## src/dopfs_defs.svh

```systemverilog
`ifndef DOPFS_DEFS_SVH
`define DOPFS_DEFS_SVH

// ----------------------------------------
// time base
// ----------------------------------------
`define DOPFS_CLK_PERIOD_NS 40
`define DOPFS_TICK_NS 100000
`define DOPFS_TICK_CYC (`DOPFS_TICK_NS / `DOPFS_CLK_PERIOD_NS)
`define DOPFS_LOCATE_MS 10000
`define DOPFS_LOCATE_TICKS (`DOPFS_LOCATE_MS * 10)

// ----------------------------------------
// register offsets
// ----------------------------------------
`define DOPFS_A_DOVAL 8'h00
`define DOPFS_A_PCMD 8'h04
`define DOPFS_A_FS_STAGE 8'h08
`define DOPFS_A_FS_APPLY 8'h0c
`define DOPFS_A_WDT_CTRL 8'h10
`define DOPFS_A_HOST_IDLE 8'h14
`define DOPFS_A_PEER_IDLE 8'h18
`define DOPFS_A_LOCATE 8'h1c
`define DOPFS_A_STATUS 8'h20
`define DOPFS_A_IRQ_STAT 8'h24
`define DOPFS_A_IRQ_EN 8'h28
`define DOPFS_A_IRQ_CLR 8'h2c
`define DOPFS_A_CH_BASE 8'h40
`define DOPFS_CH_STRIDE 16
`define DOPFS_CH_CFG 4'h0
`define DOPFS_CH_WIDTH 4'h4
`define DOPFS_CH_COUNT 4'h8
`define DOPFS_CH_DELAY 4'hc

// ----------------------------------------
// field positions
// ----------------------------------------
`define DOPFS_STOP_LSB 16
`define DOPFS_CFG_CONT_BIT 2
`define DOPFS_WIDTH_HI_LSB 16
`define DOPFS_ST_BUSY_LSB 8
`define DOPFS_ST_HOST_EXP 16
`define DOPFS_ST_PEER_EXP 17
`define DOPFS_ST_FAILSAFE 18
`define DOPFS_ST_LED 19
`define DOPFS_IRQ_HOST 16
`define DOPFS_IRQ_PEER 17
`define DOPFS_IRQ_W 18

`endif

```

## src/dopfs_dummy_unused.sv

```systemverilog
`default_nettype none
`default_nettype wire

```

## src/dopfs_pkg.sv

```systemverilog
`default_nettype none
package dopfs_pkg;
    typedef enum logic [3:0]
    {
        DOPFS_DIRECT = 4'b0001,
        DOPFS_PULSE = 4'b0010,
        DOPFS_L2H = 4'b0100,
        DOPFS_H2L = 4'b1000
    } dopfs_mode_t;
endpackage
`default_nettype wire

```

## src/dopfs_top.sv

```systemverilog
`include "dopfs_defs.svh"
`default_nettype none
module dopfs_top
    import dopfs_pkg::*;
#(
    parameter int NCH = 4,
    parameter int IDLE_W = 24,
    parameter int TICK_CYC = `DOPFS_TICK_CYC,
    parameter int LOCATE_TICKS = `DOPFS_LOCATE_TICKS
)
(
    input wire logic ref_clk_i,
    input wire logic reset_n_i,
    input wire logic ce_i,
    input wire logic [7:0] addr_i,
    input wire logic [31:0] wdata_i,
    input wire logic wr_i,
    input wire logic rd_i,
    output logic [31:0] rdata_o,
    input wire logic host_pkt_i,
    input wire logic peer_pkt_i,
    output logic [NCH-1:0] do_o,
    output logic led_o,
    output logic irq_o
);

    // ----------------------------------------
    // helpers
    // ----------------------------------------
    function automatic dopfs_mode_t mode_dec(input logic [1:0] code);
        dopfs_mode_t m;
        m = DOPFS_DIRECT;
        unique case (code)
            2'h0: m = DOPFS_DIRECT;
            2'h1: m = DOPFS_PULSE;
            2'h2: m = DOPFS_L2H;
            2'h3: m = DOPFS_H2L;
        endcase
        return m;
    endfunction

    function automatic logic hit(input logic [7:0] a, input logic [7:0] b);
        return a == b;
    endfunction

    // ----------------------------------------
    // global registers
    // ----------------------------------------
    localparam int TW = $clog2(TICK_CYC + 1);
    localparam int LW = $clog2(LOCATE_TICKS + 1);
    logic [TW-1:0] tick_cnt_reg;
    logic tick;
    logic [NCH-1:0] doval_reg;
    logic [NCH-1:0] fs_stage_reg;
    logic [NCH-1:0] fs_applied_reg;
    logic host_en_reg;
    logic peer_en_reg;
    logic [IDLE_W-1:0] host_idle_reg;
    logic [IDLE_W-1:0] peer_idle_reg;
    logic [IDLE_W-1:0] host_cnt_reg;
    logic [IDLE_W-1:0] peer_cnt_reg;
    logic host_exp_reg;
    logic peer_exp_reg;
    logic host_ev;
    logic peer_ev;
    logic failsafe;
    logic [LW-1:0] loc_cnt_reg;
    logic [`DOPFS_IRQ_W-1:0] irq_stat_reg;
    logic [`DOPFS_IRQ_W-1:0] irq_en_reg;
    logic [`DOPFS_IRQ_W-1:0] irq_set;
    logic [NCH-1:0] ch_out;
    logic [NCH-1:0] ch_busy;
    logic [NCH-1:0] ch_done;
    logic [NCH-1:0] start_cmd;
    logic [NCH-1:0] stop_cmd;
    logic [1:0] cfg_mode_reg [NCH];
    logic cfg_cont_reg [NCH];
    logic [15:0] lo_w_reg [NCH];
    logic [15:0] hi_w_reg [NCH];
    logic [15:0] count_reg [NCH];
    logic [15:0] delay_reg [NCH];

    // ----------------------------------------
    // 0.1 ms time base
    // ----------------------------------------
    assign tick = tick_cnt_reg == TW'(TICK_CYC - 1);

    always_ff @(posedge ref_clk_i)
    begin
        if (!reset_n_i)
            tick_cnt_reg <= '0;
        else if (ce_i)
            tick_cnt_reg <= tick ? '0 : tick_cnt_reg + TW'(1);
    end

    // ----------------------------------------
    // software writes
    // ----------------------------------------
    assign start_cmd = (wr_i && hit(addr_i, `DOPFS_A_PCMD)) ?
        wdata_i[NCH-1:0] : '0;
    assign stop_cmd = (wr_i && hit(addr_i, `DOPFS_A_PCMD)) ?
        wdata_i[`DOPFS_STOP_LSB +: NCH] : '0;

    always_ff @(posedge ref_clk_i)
    begin
        if (!reset_n_i)
        begin
            doval_reg <= '0;
            fs_stage_reg <= '0;
            fs_applied_reg <= '0;
            host_en_reg <= 1'b0;
            peer_en_reg <= 1'b0;
            host_idle_reg <= '0;
            peer_idle_reg <= '0;
            irq_en_reg <= '0;
        end
        else if (ce_i && wr_i)
        begin
            if (hit(addr_i, `DOPFS_A_DOVAL))
                doval_reg <= wdata_i[NCH-1:0];
            if (hit(addr_i, `DOPFS_A_FS_STAGE))
                fs_stage_reg <= wdata_i[NCH-1:0];
            if (hit(addr_i, `DOPFS_A_FS_APPLY))
                fs_applied_reg <= fs_stage_reg;
            if (hit(addr_i, `DOPFS_A_WDT_CTRL))
            begin
                host_en_reg <= wdata_i[0];
                peer_en_reg <= wdata_i[1];
            end
            if (hit(addr_i, `DOPFS_A_HOST_IDLE))
                host_idle_reg <= wdata_i[IDLE_W-1:0];
            if (hit(addr_i, `DOPFS_A_PEER_IDLE))
                peer_idle_reg <= wdata_i[IDLE_W-1:0];
            if (hit(addr_i, `DOPFS_A_IRQ_EN))
                irq_en_reg <= wdata_i[`DOPFS_IRQ_W-1:0];
        end
    end

    // ----------------------------------------
    // watchdogs
    // ----------------------------------------
    assign host_ev = host_en_reg && !host_exp_reg && !host_pkt_i &&
        host_cnt_reg > host_idle_reg;
    assign peer_ev = peer_en_reg && !peer_exp_reg && !peer_pkt_i &&
        peer_cnt_reg > peer_idle_reg;
    assign failsafe = host_exp_reg || peer_exp_reg;

    always_ff @(posedge ref_clk_i)
    begin
        if (!reset_n_i)
        begin
            host_cnt_reg <= '0;
            host_exp_reg <= 1'b0;
        end
        else if (ce_i)
        begin
            if (host_pkt_i || !host_en_reg)
            begin
                host_cnt_reg <= '0;
                host_exp_reg <= 1'b0;
            end
            else if (host_ev)
                host_exp_reg <= 1'b1;
            else if (tick && !host_exp_reg)
                host_cnt_reg <= host_cnt_reg + IDLE_W'(1);
        end
    end

    always_ff @(posedge ref_clk_i)
    begin
        if (!reset_n_i)
        begin
            peer_cnt_reg <= '0;
            peer_exp_reg <= 1'b0;
        end
        else if (ce_i)
        begin
            if (peer_pkt_i || !peer_en_reg)
            begin
                peer_cnt_reg <= '0;
                peer_exp_reg <= 1'b0;
            end
            else if (peer_ev)
                peer_exp_reg <= 1'b1;
            else if (tick && !peer_exp_reg)
                peer_cnt_reg <= peer_cnt_reg + IDLE_W'(1);
        end
    end

    // ----------------------------------------
    // channels
    // ----------------------------------------
    genvar g;
    generate
        for (g = 0; g < NCH; g++)
        begin : gen_ch
            localparam logic [7:0] BASE =
                8'(`DOPFS_A_CH_BASE + g * `DOPFS_CH_STRIDE);
            dopfs_mode_t mode;
            logic [15:0] cnt_reg;
            logic [15:0] left_reg;
            logic out_reg;
            logic busy_reg;
            logic done_reg;
            logic hold;
            assign mode = mode_dec(cfg_mode_reg[g]);
            // delayed direction pending
            assign hold = (mode == DOPFS_L2H && doval_reg[g]) ||
                (mode == DOPFS_H2L && !doval_reg[g]);
            assign ch_out[g] = out_reg;
            assign ch_busy[g] = busy_reg;
            assign ch_done[g] = done_reg;

            always_ff @(posedge ref_clk_i)
            begin
                if (!reset_n_i)
                begin
                    cfg_mode_reg[g] <= '0;
                    cfg_cont_reg[g] <= 1'b0;
                    lo_w_reg[g] <= 16'h0001;
                    hi_w_reg[g] <= 16'h0001;
                    count_reg[g] <= '0;
                    delay_reg[g] <= '0;
                end
                else if (ce_i && wr_i)
                begin
                    if (hit(addr_i, BASE | 8'(`DOPFS_CH_CFG)))
                    begin
                        cfg_mode_reg[g] <= wdata_i[1:0];
                        cfg_cont_reg[g] <= wdata_i[`DOPFS_CFG_CONT_BIT];
                    end
                    if (hit(addr_i, BASE | 8'(`DOPFS_CH_WIDTH)))
                    begin
                        lo_w_reg[g] <= wdata_i[15:0];
                        hi_w_reg[g] <= wdata_i[`DOPFS_WIDTH_HI_LSB +: 16];
                    end
                    if (hit(addr_i, BASE | 8'(`DOPFS_CH_COUNT)))
                        count_reg[g] <= wdata_i[15:0];
                    if (hit(addr_i, BASE | 8'(`DOPFS_CH_DELAY)))
                        delay_reg[g] <= wdata_i[15:0];
                end
            end

            always_ff @(posedge ref_clk_i)
            begin
                if (!reset_n_i)
                begin
                    cnt_reg <= '0;
                    left_reg <= '0;
                    out_reg <= 1'b0;
                    busy_reg <= 1'b0;
                    done_reg <= 1'b0;
                end
                else if (ce_i)
                begin
                    done_reg <= 1'b0;
                    unique case (mode)
                        DOPFS_PULSE:
                        begin
                            if (stop_cmd[g])
                            begin
                                busy_reg <= 1'b0;
                                out_reg <= 1'b0;
                            end
                            else if (start_cmd[g] &&
                                (cfg_cont_reg[g] || count_reg[g] != 0))
                            begin
                                busy_reg <= 1'b1;
                                out_reg <= 1'b1;
                                cnt_reg <= hi_w_reg[g];
                                left_reg <= count_reg[g];
                            end
                            else if (busy_reg && tick)
                            begin
                                if (cnt_reg > 16'h0001)
                                    cnt_reg <= cnt_reg - 16'h0001;
                                else if (out_reg)
                                begin
                                    out_reg <= 1'b0;
                                    cnt_reg <= lo_w_reg[g];
                                    if (!cfg_cont_reg[g] &&
                                        left_reg == 16'h0001)
                                    begin
                                        busy_reg <= 1'b0;
                                        done_reg <= 1'b1;
                                    end
                                    left_reg <= left_reg - 16'h0001;
                                end
                                else
                                begin
                                    out_reg <= 1'b1;
                                    cnt_reg <= hi_w_reg[g];
                                end
                            end
                        end
                        DOPFS_L2H, DOPFS_H2L:
                        begin
                            busy_reg <= 1'b0;
                            if (doval_reg[g] == out_reg)
                                cnt_reg <= '0;
                            else if (!hold || cnt_reg >= delay_reg[g])
                            begin
                                out_reg <= doval_reg[g];
                                cnt_reg <= '0;
                            end
                            else if (tick)
                                cnt_reg <= cnt_reg + 16'h0001;
                        end
                        DOPFS_DIRECT:
                        begin
                            busy_reg <= 1'b0;
                            out_reg <= doval_reg[g];
                        end
                    endcase
                end
            end
        end
    endgenerate

    // ----------------------------------------
    // locate, pins, interrupts
    // ----------------------------------------
    always_ff @(posedge ref_clk_i)
    begin
        if (!reset_n_i)
            loc_cnt_reg <= '0;
        else if (ce_i)
        begin
            if (wr_i && hit(addr_i, `DOPFS_A_LOCATE) && wdata_i[0])
                loc_cnt_reg <= LW'(LOCATE_TICKS);
            else if (tick && loc_cnt_reg != '0)
                loc_cnt_reg <= loc_cnt_reg - LW'(1);
        end
    end

    always_ff @(posedge ref_clk_i)
    begin
        if (!reset_n_i)
        begin
            do_o <= '0;
            led_o <= 1'b0;
        end
        else if (ce_i)
        begin
            do_o <= failsafe ? fs_applied_reg : ch_out;
            led_o <= loc_cnt_reg != '0;
        end
    end

    always_comb
    begin
        irq_set = '0;
        irq_set[NCH-1:0] = ch_done;
        irq_set[`DOPFS_IRQ_HOST] = host_ev;
        irq_set[`DOPFS_IRQ_PEER] = peer_ev;
    end

    always_ff @(posedge ref_clk_i)
    begin
        if (!reset_n_i)
        begin
            irq_stat_reg <= '0;
            irq_o <= 1'b0;
        end
        else if (ce_i)
        begin
            if (wr_i && hit(addr_i, `DOPFS_A_IRQ_CLR))
                irq_stat_reg <= (irq_stat_reg &
                    ~wdata_i[`DOPFS_IRQ_W-1:0]) | irq_set;
            else
                irq_stat_reg <= irq_stat_reg | irq_set;
            irq_o <= |(irq_stat_reg & irq_en_reg);
        end
    end

    // ----------------------------------------
    // read port
    // ----------------------------------------
    always_ff @(posedge ref_clk_i)
    begin
        if (!reset_n_i)
            rdata_o <= '0;
        else if (ce_i)
        begin
            rdata_o <= '0;
            if (rd_i)
            begin
                unique case (addr_i)
                    `DOPFS_A_DOVAL: rdata_o[NCH-1:0] <= doval_reg;
                    `DOPFS_A_FS_STAGE: rdata_o[NCH-1:0] <= fs_stage_reg;
                    `DOPFS_A_FS_APPLY: rdata_o[NCH-1:0] <= fs_applied_reg;
                    `DOPFS_A_WDT_CTRL: rdata_o[1:0] <= {peer_en_reg,
                        host_en_reg};
                    `DOPFS_A_HOST_IDLE: rdata_o[IDLE_W-1:0] <= host_idle_reg;
                    `DOPFS_A_PEER_IDLE: rdata_o[IDLE_W-1:0] <= peer_idle_reg;
                    `DOPFS_A_STATUS:
                    begin
                        rdata_o[NCH-1:0] <= do_o;
                        rdata_o[`DOPFS_ST_BUSY_LSB +: NCH] <= ch_busy;
                        rdata_o[`DOPFS_ST_HOST_EXP] <= host_exp_reg;
                        rdata_o[`DOPFS_ST_PEER_EXP] <= peer_exp_reg;
                        rdata_o[`DOPFS_ST_FAILSAFE] <= failsafe;
                        rdata_o[`DOPFS_ST_LED] <= led_o;
                    end
                    `DOPFS_A_IRQ_STAT:
                        rdata_o[`DOPFS_IRQ_W-1:0] <= irq_stat_reg;
                    `DOPFS_A_IRQ_EN: rdata_o[`DOPFS_IRQ_W-1:0] <= irq_en_reg;
                    default:
                    begin
                        for (int c = 0; c < NCH; c++)
                        begin
                            if (addr_i == 8'(`DOPFS_A_CH_BASE +
                                c * `DOPFS_CH_STRIDE))
                                rdata_o[2:0] <= {cfg_cont_reg[c],
                                    cfg_mode_reg[c]};
                            if (addr_i == 8'(`DOPFS_A_CH_BASE +
                                c * `DOPFS_CH_STRIDE + `DOPFS_CH_WIDTH))
                                rdata_o <= {hi_w_reg[c], lo_w_reg[c]};
                            if (addr_i == 8'(`DOPFS_A_CH_BASE +
                                c * `DOPFS_CH_STRIDE + `DOPFS_CH_COUNT))
                                rdata_o[15:0] <= count_reg[c];
                            if (addr_i == 8'(`DOPFS_A_CH_BASE +
                                c * `DOPFS_CH_STRIDE + `DOPFS_CH_DELAY))
                                rdata_o[15:0] <= delay_reg[c];
                        end
                    end
                endcase
            end
        end
    end

endmodule
`default_nettype wire

```

## config.mk

```make
export PLATFORM = sky130hd
export DESIGN_NAME = dopfs_top
export DESIGN_NICKNAME = d
export VERILOG_FILES = /design/src/dopfs_dummy_unused.sv /design/src/dopfs_pkg.sv /design/src/dopfs_top.sv
export VERILOG_INCLUDE_DIRS = /design/src
export SDC_FILE = /design/constraint.sdc
export NUM_CORES = 2
export LEC_CHECK = 0
export ABC_AREA = 1
export ABC_CLOCK_PERIOD_IN_PS = 10100
export BUFFER_PORTS_ARGS = -buffer_cell sky130_fd_sc_hd__buf_2
export CORE_UTILIZATION = 60
export DETAILED_ROUTE_END_ITERATION = 7
export PLACE_DENSITY = 0.74
export SYNTH_ARGS = -nofsm -noshare
export SYNTH_HDL_FRONTEND = slang
export SYNTH_SLANG_ARGS = --single-unit
```

## constraint.sdc

```tcl
create_clock -name ref_clk_i -period 10.1 [get_ports ref_clk_i]
set_input_delay 1.01 -clock ref_clk_i [delete_from_list [all_inputs] [get_ports ref_clk_i]]
set_output_delay 1.01 -clock ref_clk_i [all_outputs]
set_load 0.02 [all_outputs]
```

# [Word-level counts from Yosys, hierarchy flattened]
# Memory sizes are Yosys's and may differ from the RTL's.
# Cells that the tools add are included.
# W data, S select, Z words.
[totals] regBits=355 rom_bits=0 out_inout_bits=38 wordCells=638 inputBits=47 n_memories=6 mem_bits_rw=268 latchBits=0
[mem_list] memory="count_reg" words=4 width=16 rd=4 rd_ports_with_merged_regs=0 write_ports=4 line_no="dopfs_top.sv:80" source="logic [15:0] count_reg [NCH];"
[mem_list] memory="delay_reg" words=4 width=16 rd=4 rd_ports_with_merged_regs=0 write_ports=4 line_no="dopfs_top.sv:81" source="logic [15:0] delay_reg [NCH];"
[mem_list] memory="hi_w_reg" words=4 width=16 rd=4 rd_ports_with_merged_regs=0 write_ports=4 line_no="dopfs_top.sv:79" source="logic [15:0] hi_w_reg [NCH];"
[mem_list] memory="lo_w_reg" words=4 width=16 rd=4 rd_ports_with_merged_regs=0 write_ports=4 line_no="dopfs_top.sv:78" source="logic [15:0] lo_w_reg [NCH];"
[mem_list] memory="cfg_mode_reg" words=4 width=2 rd=4 rd_ports_with_merged_regs=0 write_ports=4 line_no="dopfs_top.sv:76" source="logic [1:0] cfg_mode_reg [NCH];"
[mem_list] memory="cfg_cont_reg" words=4 width=1 rd=4 rd_ports_with_merged_regs=0 write_ports=4 line_no="dopfs_top.sv:77" source="logic cfg_cont_reg [NCH];"
[classes] addsub=16 n_reduce_logical=136 div_mod_pow=0 multipliers=0 n_eq_ne=106 magnitude_cmp=10 n_shift=0 bitwise_logic=33 n_mux=292
[ops] cell="$mux W16" count=80
[ops] cell="$mux W32" count=13
[ops] cell="$mux W1" count=153
[ops] cell="$mux W24" count=6
[ops] cell="$eq A8 B7 Y1 const B" count=16
[ops] cell="$pmux W16 S2" count=4
[ops] cell="$sub A16 B1 Y16 const B" count=8
[ops] cell="$ne A4 B4 Y1 const B" count=20
[ops] cell="$add A16 B1 Y16 const B" count=4
[ops] cell="$eq A16 B1 Y1 const B" count=4
[ops] cell="$ge A16 B16 Y1" count=4
[ops] cell="$gt A16 B1 Y1 const B" count=4
[ops] cell="$pmux W4 S4" count=4
[ops] cell="$reduce_bool A16 Y1" count=4
[ops] cell="$reduce_and A5 Y1" count=12
[ops] cell="$add A24 B1 Y24 const B" count=2
[ops] cell="$gt A24 B24 Y1" count=2
[ops] cell="$pmux W4 S5" count=2
[ops] cell="$and A18 B18 Y18" count=2
[ops] cell="$or A18 B18 Y18" count=2
[ops] cell="$pmux W2 S9" count=2
[ops] cell="$logic_and A1 B1 Y1" count=34
[ops] cell="$mux W17" count=2
[ops] cell="$reduce_bool A2 Y1" count=17
[ops] cell="48 further kinds" count=192

# [Logic depth before layout (Yosys ltp)]
[depth] ltp_word=35 ltp_mapped=18 mapped_depth_nobuf=17

# [Worst setup path before layout]
# OpenSTA, ideal clock, no wires.
[synth_path] path_type="in2reg" from="in addr_i[7]" to="mem hi_w_reg[3][0], enable pin" arrival_ns=4.401 path_slack_ns=5.233 path_buffers=2 setup_ns=0.466 stages=9 required_time_ns=9.634 cell_sequence="inv_1 nand2_1 nor3_2 inv_2 nor2_2 inv_2 buf_2 clkbuf_1 o21ai_0"
[synth_lines] element="from (decl)" line_no="dopfs_top.sv:15" source="input wire logic [7:0] addr_i,"
[synth_lines] element="to (decl)" line_no="dopfs_top.sv:79"

# [Worst setup path after layout]
[layout_path] from="in addr_i[3]" to="reg gen_ch[1].left_reg[3]"
[layout_between] elab_chain_len=6 elab_cells_between_ends=11 cone_classes="eq/ne (2); mux (3); bitwise (1); reduce/logical (5)"
[layout_lines] element="$eq A8 B3 Y1 (*)" line_no="dopfs_top.sv:43" source="return a == b;"
[layout_lines] element="$logic_and A1 B1 Y1 (*)" line_no="dopfs_top.sv:99, dopfs_top.sv:101"
[layout_lines] element="$mux W4" line_no="dopfs_top.sv:99" source="assign start_cmd = (wr_i && hit(addr_i, `DOPFS_A_PCMD)) ?"
[layout_lines] element="$logic_and A1 B1 Y1" line_no="dopfs_top.sv:265" source="else if (start_cmd[g] &&"
[layout_lines] element="$ne A2 B2 Y1 (no line) / $reduce_bool A2 Y1 (equally long branches)"
[layout_lines] element="$reduce_and A6 Y1 (no line)"
[layout_lines] element="to (signal assigned)" line_no="dopfs_top.sv:271" source="left_reg <= count_reg[g];"
[layout_lines] element="to (signal assigned)" line_no="dopfs_top.sv:287" source="left_reg <= left_reg - 16'h0001;"
[layout_lines] element="to (decl)" line_no="dopfs_top.sv:201" source="logic [15:0] left_reg;"
# Mark *: on every way between the ends. The rest lies on a longest branch, timed or not.
# A chain may end at the register's enable or synchronous reset.

==> flow_summary.yaml <==
floorplan:
  die_width_um: 251.4
  die-area_sq_um: 63210
  die_h_um: 251.4
  io_pins: 85
  initial_core_util_pct: 60.60
  coreArea_sq_um: 61600
  placementRows: 91
yosys:
  synth_cell_types: 80
  yosysSeqAreaShare_pct: 40.57
  syn_nets: 5292
  synth_area_sq_um: 37330
  ys_warn_count: 0
  synth_edf_count: 267
  synth_ff_type: "dfxtp_1"
  yosys-top-cells-area: "edfxtp_1 21%, dfxtp_1 19%, nand2_1 9.2%, nor2_1 7.2%, o21ai_0 6.1%"
  ys_seq_elements: 623
  synth_top_area_share_pct: 21.48
  syn_area_per_cell_sq_um: 7.306
  synth_cells: 5109
  synthArstFlopShare_pct: 0
  yosys.area.top_type: "edfxtp_1"
grt:
  grt.overflow.total: 0
  grt_use_total_pct: 43.49
  met1_usage_pct: 60.96
  grt_first_pass_wirelength_mm: 206.8
  busiest_layer: "met2"
  grt_pass1_vias: 32852
  antenna_found_initial: 8
  grt_max_degree: 93
  use_met2_pct: 62.65
  use_met3_pct: 10.83
clocking:
  cts_hold_buf: 0
  cts_tree: "built"
  clock-sinks: 623
  cts-root-buf: "clkbuf_16"
  numCtsBuffers: 71
  clkTransAtPathRegs_ns: 0.06
  insertion_delay_ns: 0.65
  cts_resized: 0
  cts_setup_buffers: 0
  cts_buffer_depth: 3
  cts_max_level: 3
worst_setup_path:
  path_class: "in2reg"
  crit_arrival_ns: 4.44
  worstPathRequired_ns: 10.66
  startpoint_type: "input pin"
  worst-path-max-fanout: 32
  r2r_cells: 13
  crit_path_end_kind: "register"
cells_and_area:
  nNetsFinal: 5264
  multi_input_area_sq_um: 18960
  drive_above_1_share_pct: 7.068
  seq_area_sq_um: 15140
  fillCellCount: 5481
  area_growth_pct: 8.709
timing:
  rsz0062_at_grt: "no"
  min_period_ns: 3.874
  hold_viol_final: 0
  tns_ns: 0
  fmax_ghz: 0.2581
  final_max_slew_viol_count: 0
  worstMarginPinSlew_ns: 1.387
  fin_crit_sh_pct: 38.36
  slew_headroom_pct: 7.408
  fin_skew_ns: 0.02751
  finalSetupViolations: 0
  setup_slack_ns: 6.226
placed_design:
  hpwl_mm: 102.0
  pre_cts_ws_ns: 5.709
  gp_congestion: 1.075
  portBuffers: 84
routing:
  dr.pass1.iters: 7
  wl_per_cell_um: 23.48
  first_iter_violations: 5491
  viasPerCell: 6.249
  vias: 37350
  drc_errors: 0
  wl_mm: 140.4
  postRouteAntennaNets: 0
power:
  p_int_uw: 4446
  p_clk_share_pct: 42.8
  peakVddDrop_uv: 135.2
  p_leak_uw: 0.01656
  p_sw_uw: 1744
  power_uw: 6190
  pwr_density_cell_nw_per_um2: 152.6
  p_sw_share_pct: 28.18
  seq_power_share_pct: 45.4
  comb_power_share_pct: 11.9
outcome:
  status: "finished clean"
worst_hold_path:
  hp-class: "reg2reg"
  whs_path_depth: 2
run:
  cap_violations: 0
==> layer usage <==
metal	wire, um	vias up
met1	55150	17212
met2	57740	2575
met4	7476	10
li1	-	17171
met3	19930	382
met5	58	-
==> cells in the final DEF (no fill, tap or decap), drive strengths merged, types with 4 or more instances in the layout <==
cell type | Yosys | layout
nand2 | 928 | 928
nor2 | 737 | 737
inv | 594 | 597
o21ai | 477 | 477
a21oi | 437 | 437
dfxtp | 356 | 356
edfxtp | 267 | 267
nand3 | 265 | 265
ha | 136 | 136
buf | 57 | 136
xor2 | 102 | 102
clkbuf | 180 | 99
nor3 | 97 | 97
o211ai | 80 | 80
nand4 | 80 | 80
o22ai | 53 | 53
a31oi | 51 | 51
nor4 | 41 | 41
clkinv | 8 | 28
a211oi | 22 | 22
xnor2 | 21 | 21
o221ai | 19 | 19
or2 | 14 | 14
nand3b | 11 | 11
o21a | 10 | 10
a221oi | 9 | 9
nor3b | 7 | 7
mux2i | 6 | 6
a41oi | 6 | 6
o21bai | 6 | 6
o31ai | 6 | 6
diode | 0 | 4
bufinv | 0 | 4
a21boi | 4 | 4
==> Yosys cell counts (6+ instances only) <==
library cell	instances
o21a_1	10
dfxtp_1	356
a211oi_1	22
a31oi_1	48
nor4_1	38
buf_4	6
a41oi_1	6
edfxtp_1	267
xor2_1	102
inv_2	25
nor3b_1	7
nor2_1	716
clkinv_1	6
nand3_1	261
a21oi_1	433
o211ai_1	79
clkbuf_1	179
o22ai_1	53
o21ai_0	458
nor3_2	9
o21bai_1	6
buf_2	41
inv_1	568
nand4_1	78
o221ai_1	19
nor3_1	86
o21ai_1	16
a221oi_1	9
xnor2_1	21
nand2_1	916
ha_1	136
nand3b_1	11
or2_2	12
nor2_2	15
nand2_2	10
mux2i_1	6
==> worst max-delay path, cell delays in order <==
cell,delay [ns]
buf_2,0.12
inv_2,0.06
nand2_2,0.08
nor2_8,0.37
nand4_4,0.24
nor2_1,0.15
nand2_1,0.44
buf_4,0.43
clkinv_2,0.30
a21oi_1,0.09
nor2_1,0.10
nand2_1,0.32
inv_1,0.38
o21ai_0,0.13
a31oi_1,0.19
==> kinds of logic (layout without fill, tap and decap cells) <==
family | after synthesis | count (layout) | synth area share [%]
AO/OA/AOI/OAI | 1196 | 1196 | 17.96
XOR/XNOR | 123 | 123 | 2.886
adder cells (fa/ha/maj) | 136 | 136 | 4.559
buffers and inverters | 839 | 866 | 8.752
flip-flops | 623 | 623 | 40.57
multiplexers | 6 | 6 | 0.1609
other | 0 | 4 | 0
AND/OR/NAND/NOR | 2186 | 2186 | 25.11
==> power groups by stage <==
stage                     clock (uW)  combinational [uW]  sequential [uW]
final                           2650                 734             2810
after global routing            2730                 792             2810
after CTS                       2630                 706             2800
after detailed placement           0                 702             2860
after global placement             0                 695             2860
after floorplan                    0                 481             2810
==> through the flow <==
stage | hold slack (ns) | cells | area [sq um] | util (%)
3_3_place_gp | 0.4516 | 5845 | 38240 | 62.08
3_5_place_dp | 0.4548 | 5845 | 38240 | 62.08
2_1_floorplan | 0.4364 | 5109 | 37330 | -
6_report | 0.4635 | 5977 | 40580 | 65.87
4_1_cts | 0.4642 | 5973 | 40570 | 65.86
5_1_grt | 0.4759 | 5973 | 40570 | 65.86
==> final timing paths <==
| path | slack, ns | startpoint | end |
|---|---|---|---|
| setup / recovery | 6.23 | addr_i[3] | gen_ch[1].left_reg[3]$_SDFFE_PN0P_ |
| hold reg to reg | 0.46 | rdata_o[25]$_SDFFE_PN0P_ | rdata_o[25]$_SDFFE_PN0P_ |
| setup reg to reg | 6.34 | count_reg[1][4]$_SDFFCE_PN0P_ | gen_ch[1].left_reg[3]$_SDFFE_PN0P_ |
| hold / removal | 0.46 | rdata_o[25]$_SDFFE_PN0P_ | rdata_o[25]$_SDFFE_PN0P_ |
==> area by class of cell <==
class	instances	area share (%)
Antenna cell	4	0.02467
Clock buffer	99	5.097
Clock inverter	29	0.6383
Inverter	602	5.594
Multi-Input combinational cell	3647	46.73
Sequential cell	623	37.32
Tap cell	837	2.581
Timing Repair Buffer	136	2.014
(Power assumes the default switching activity.)
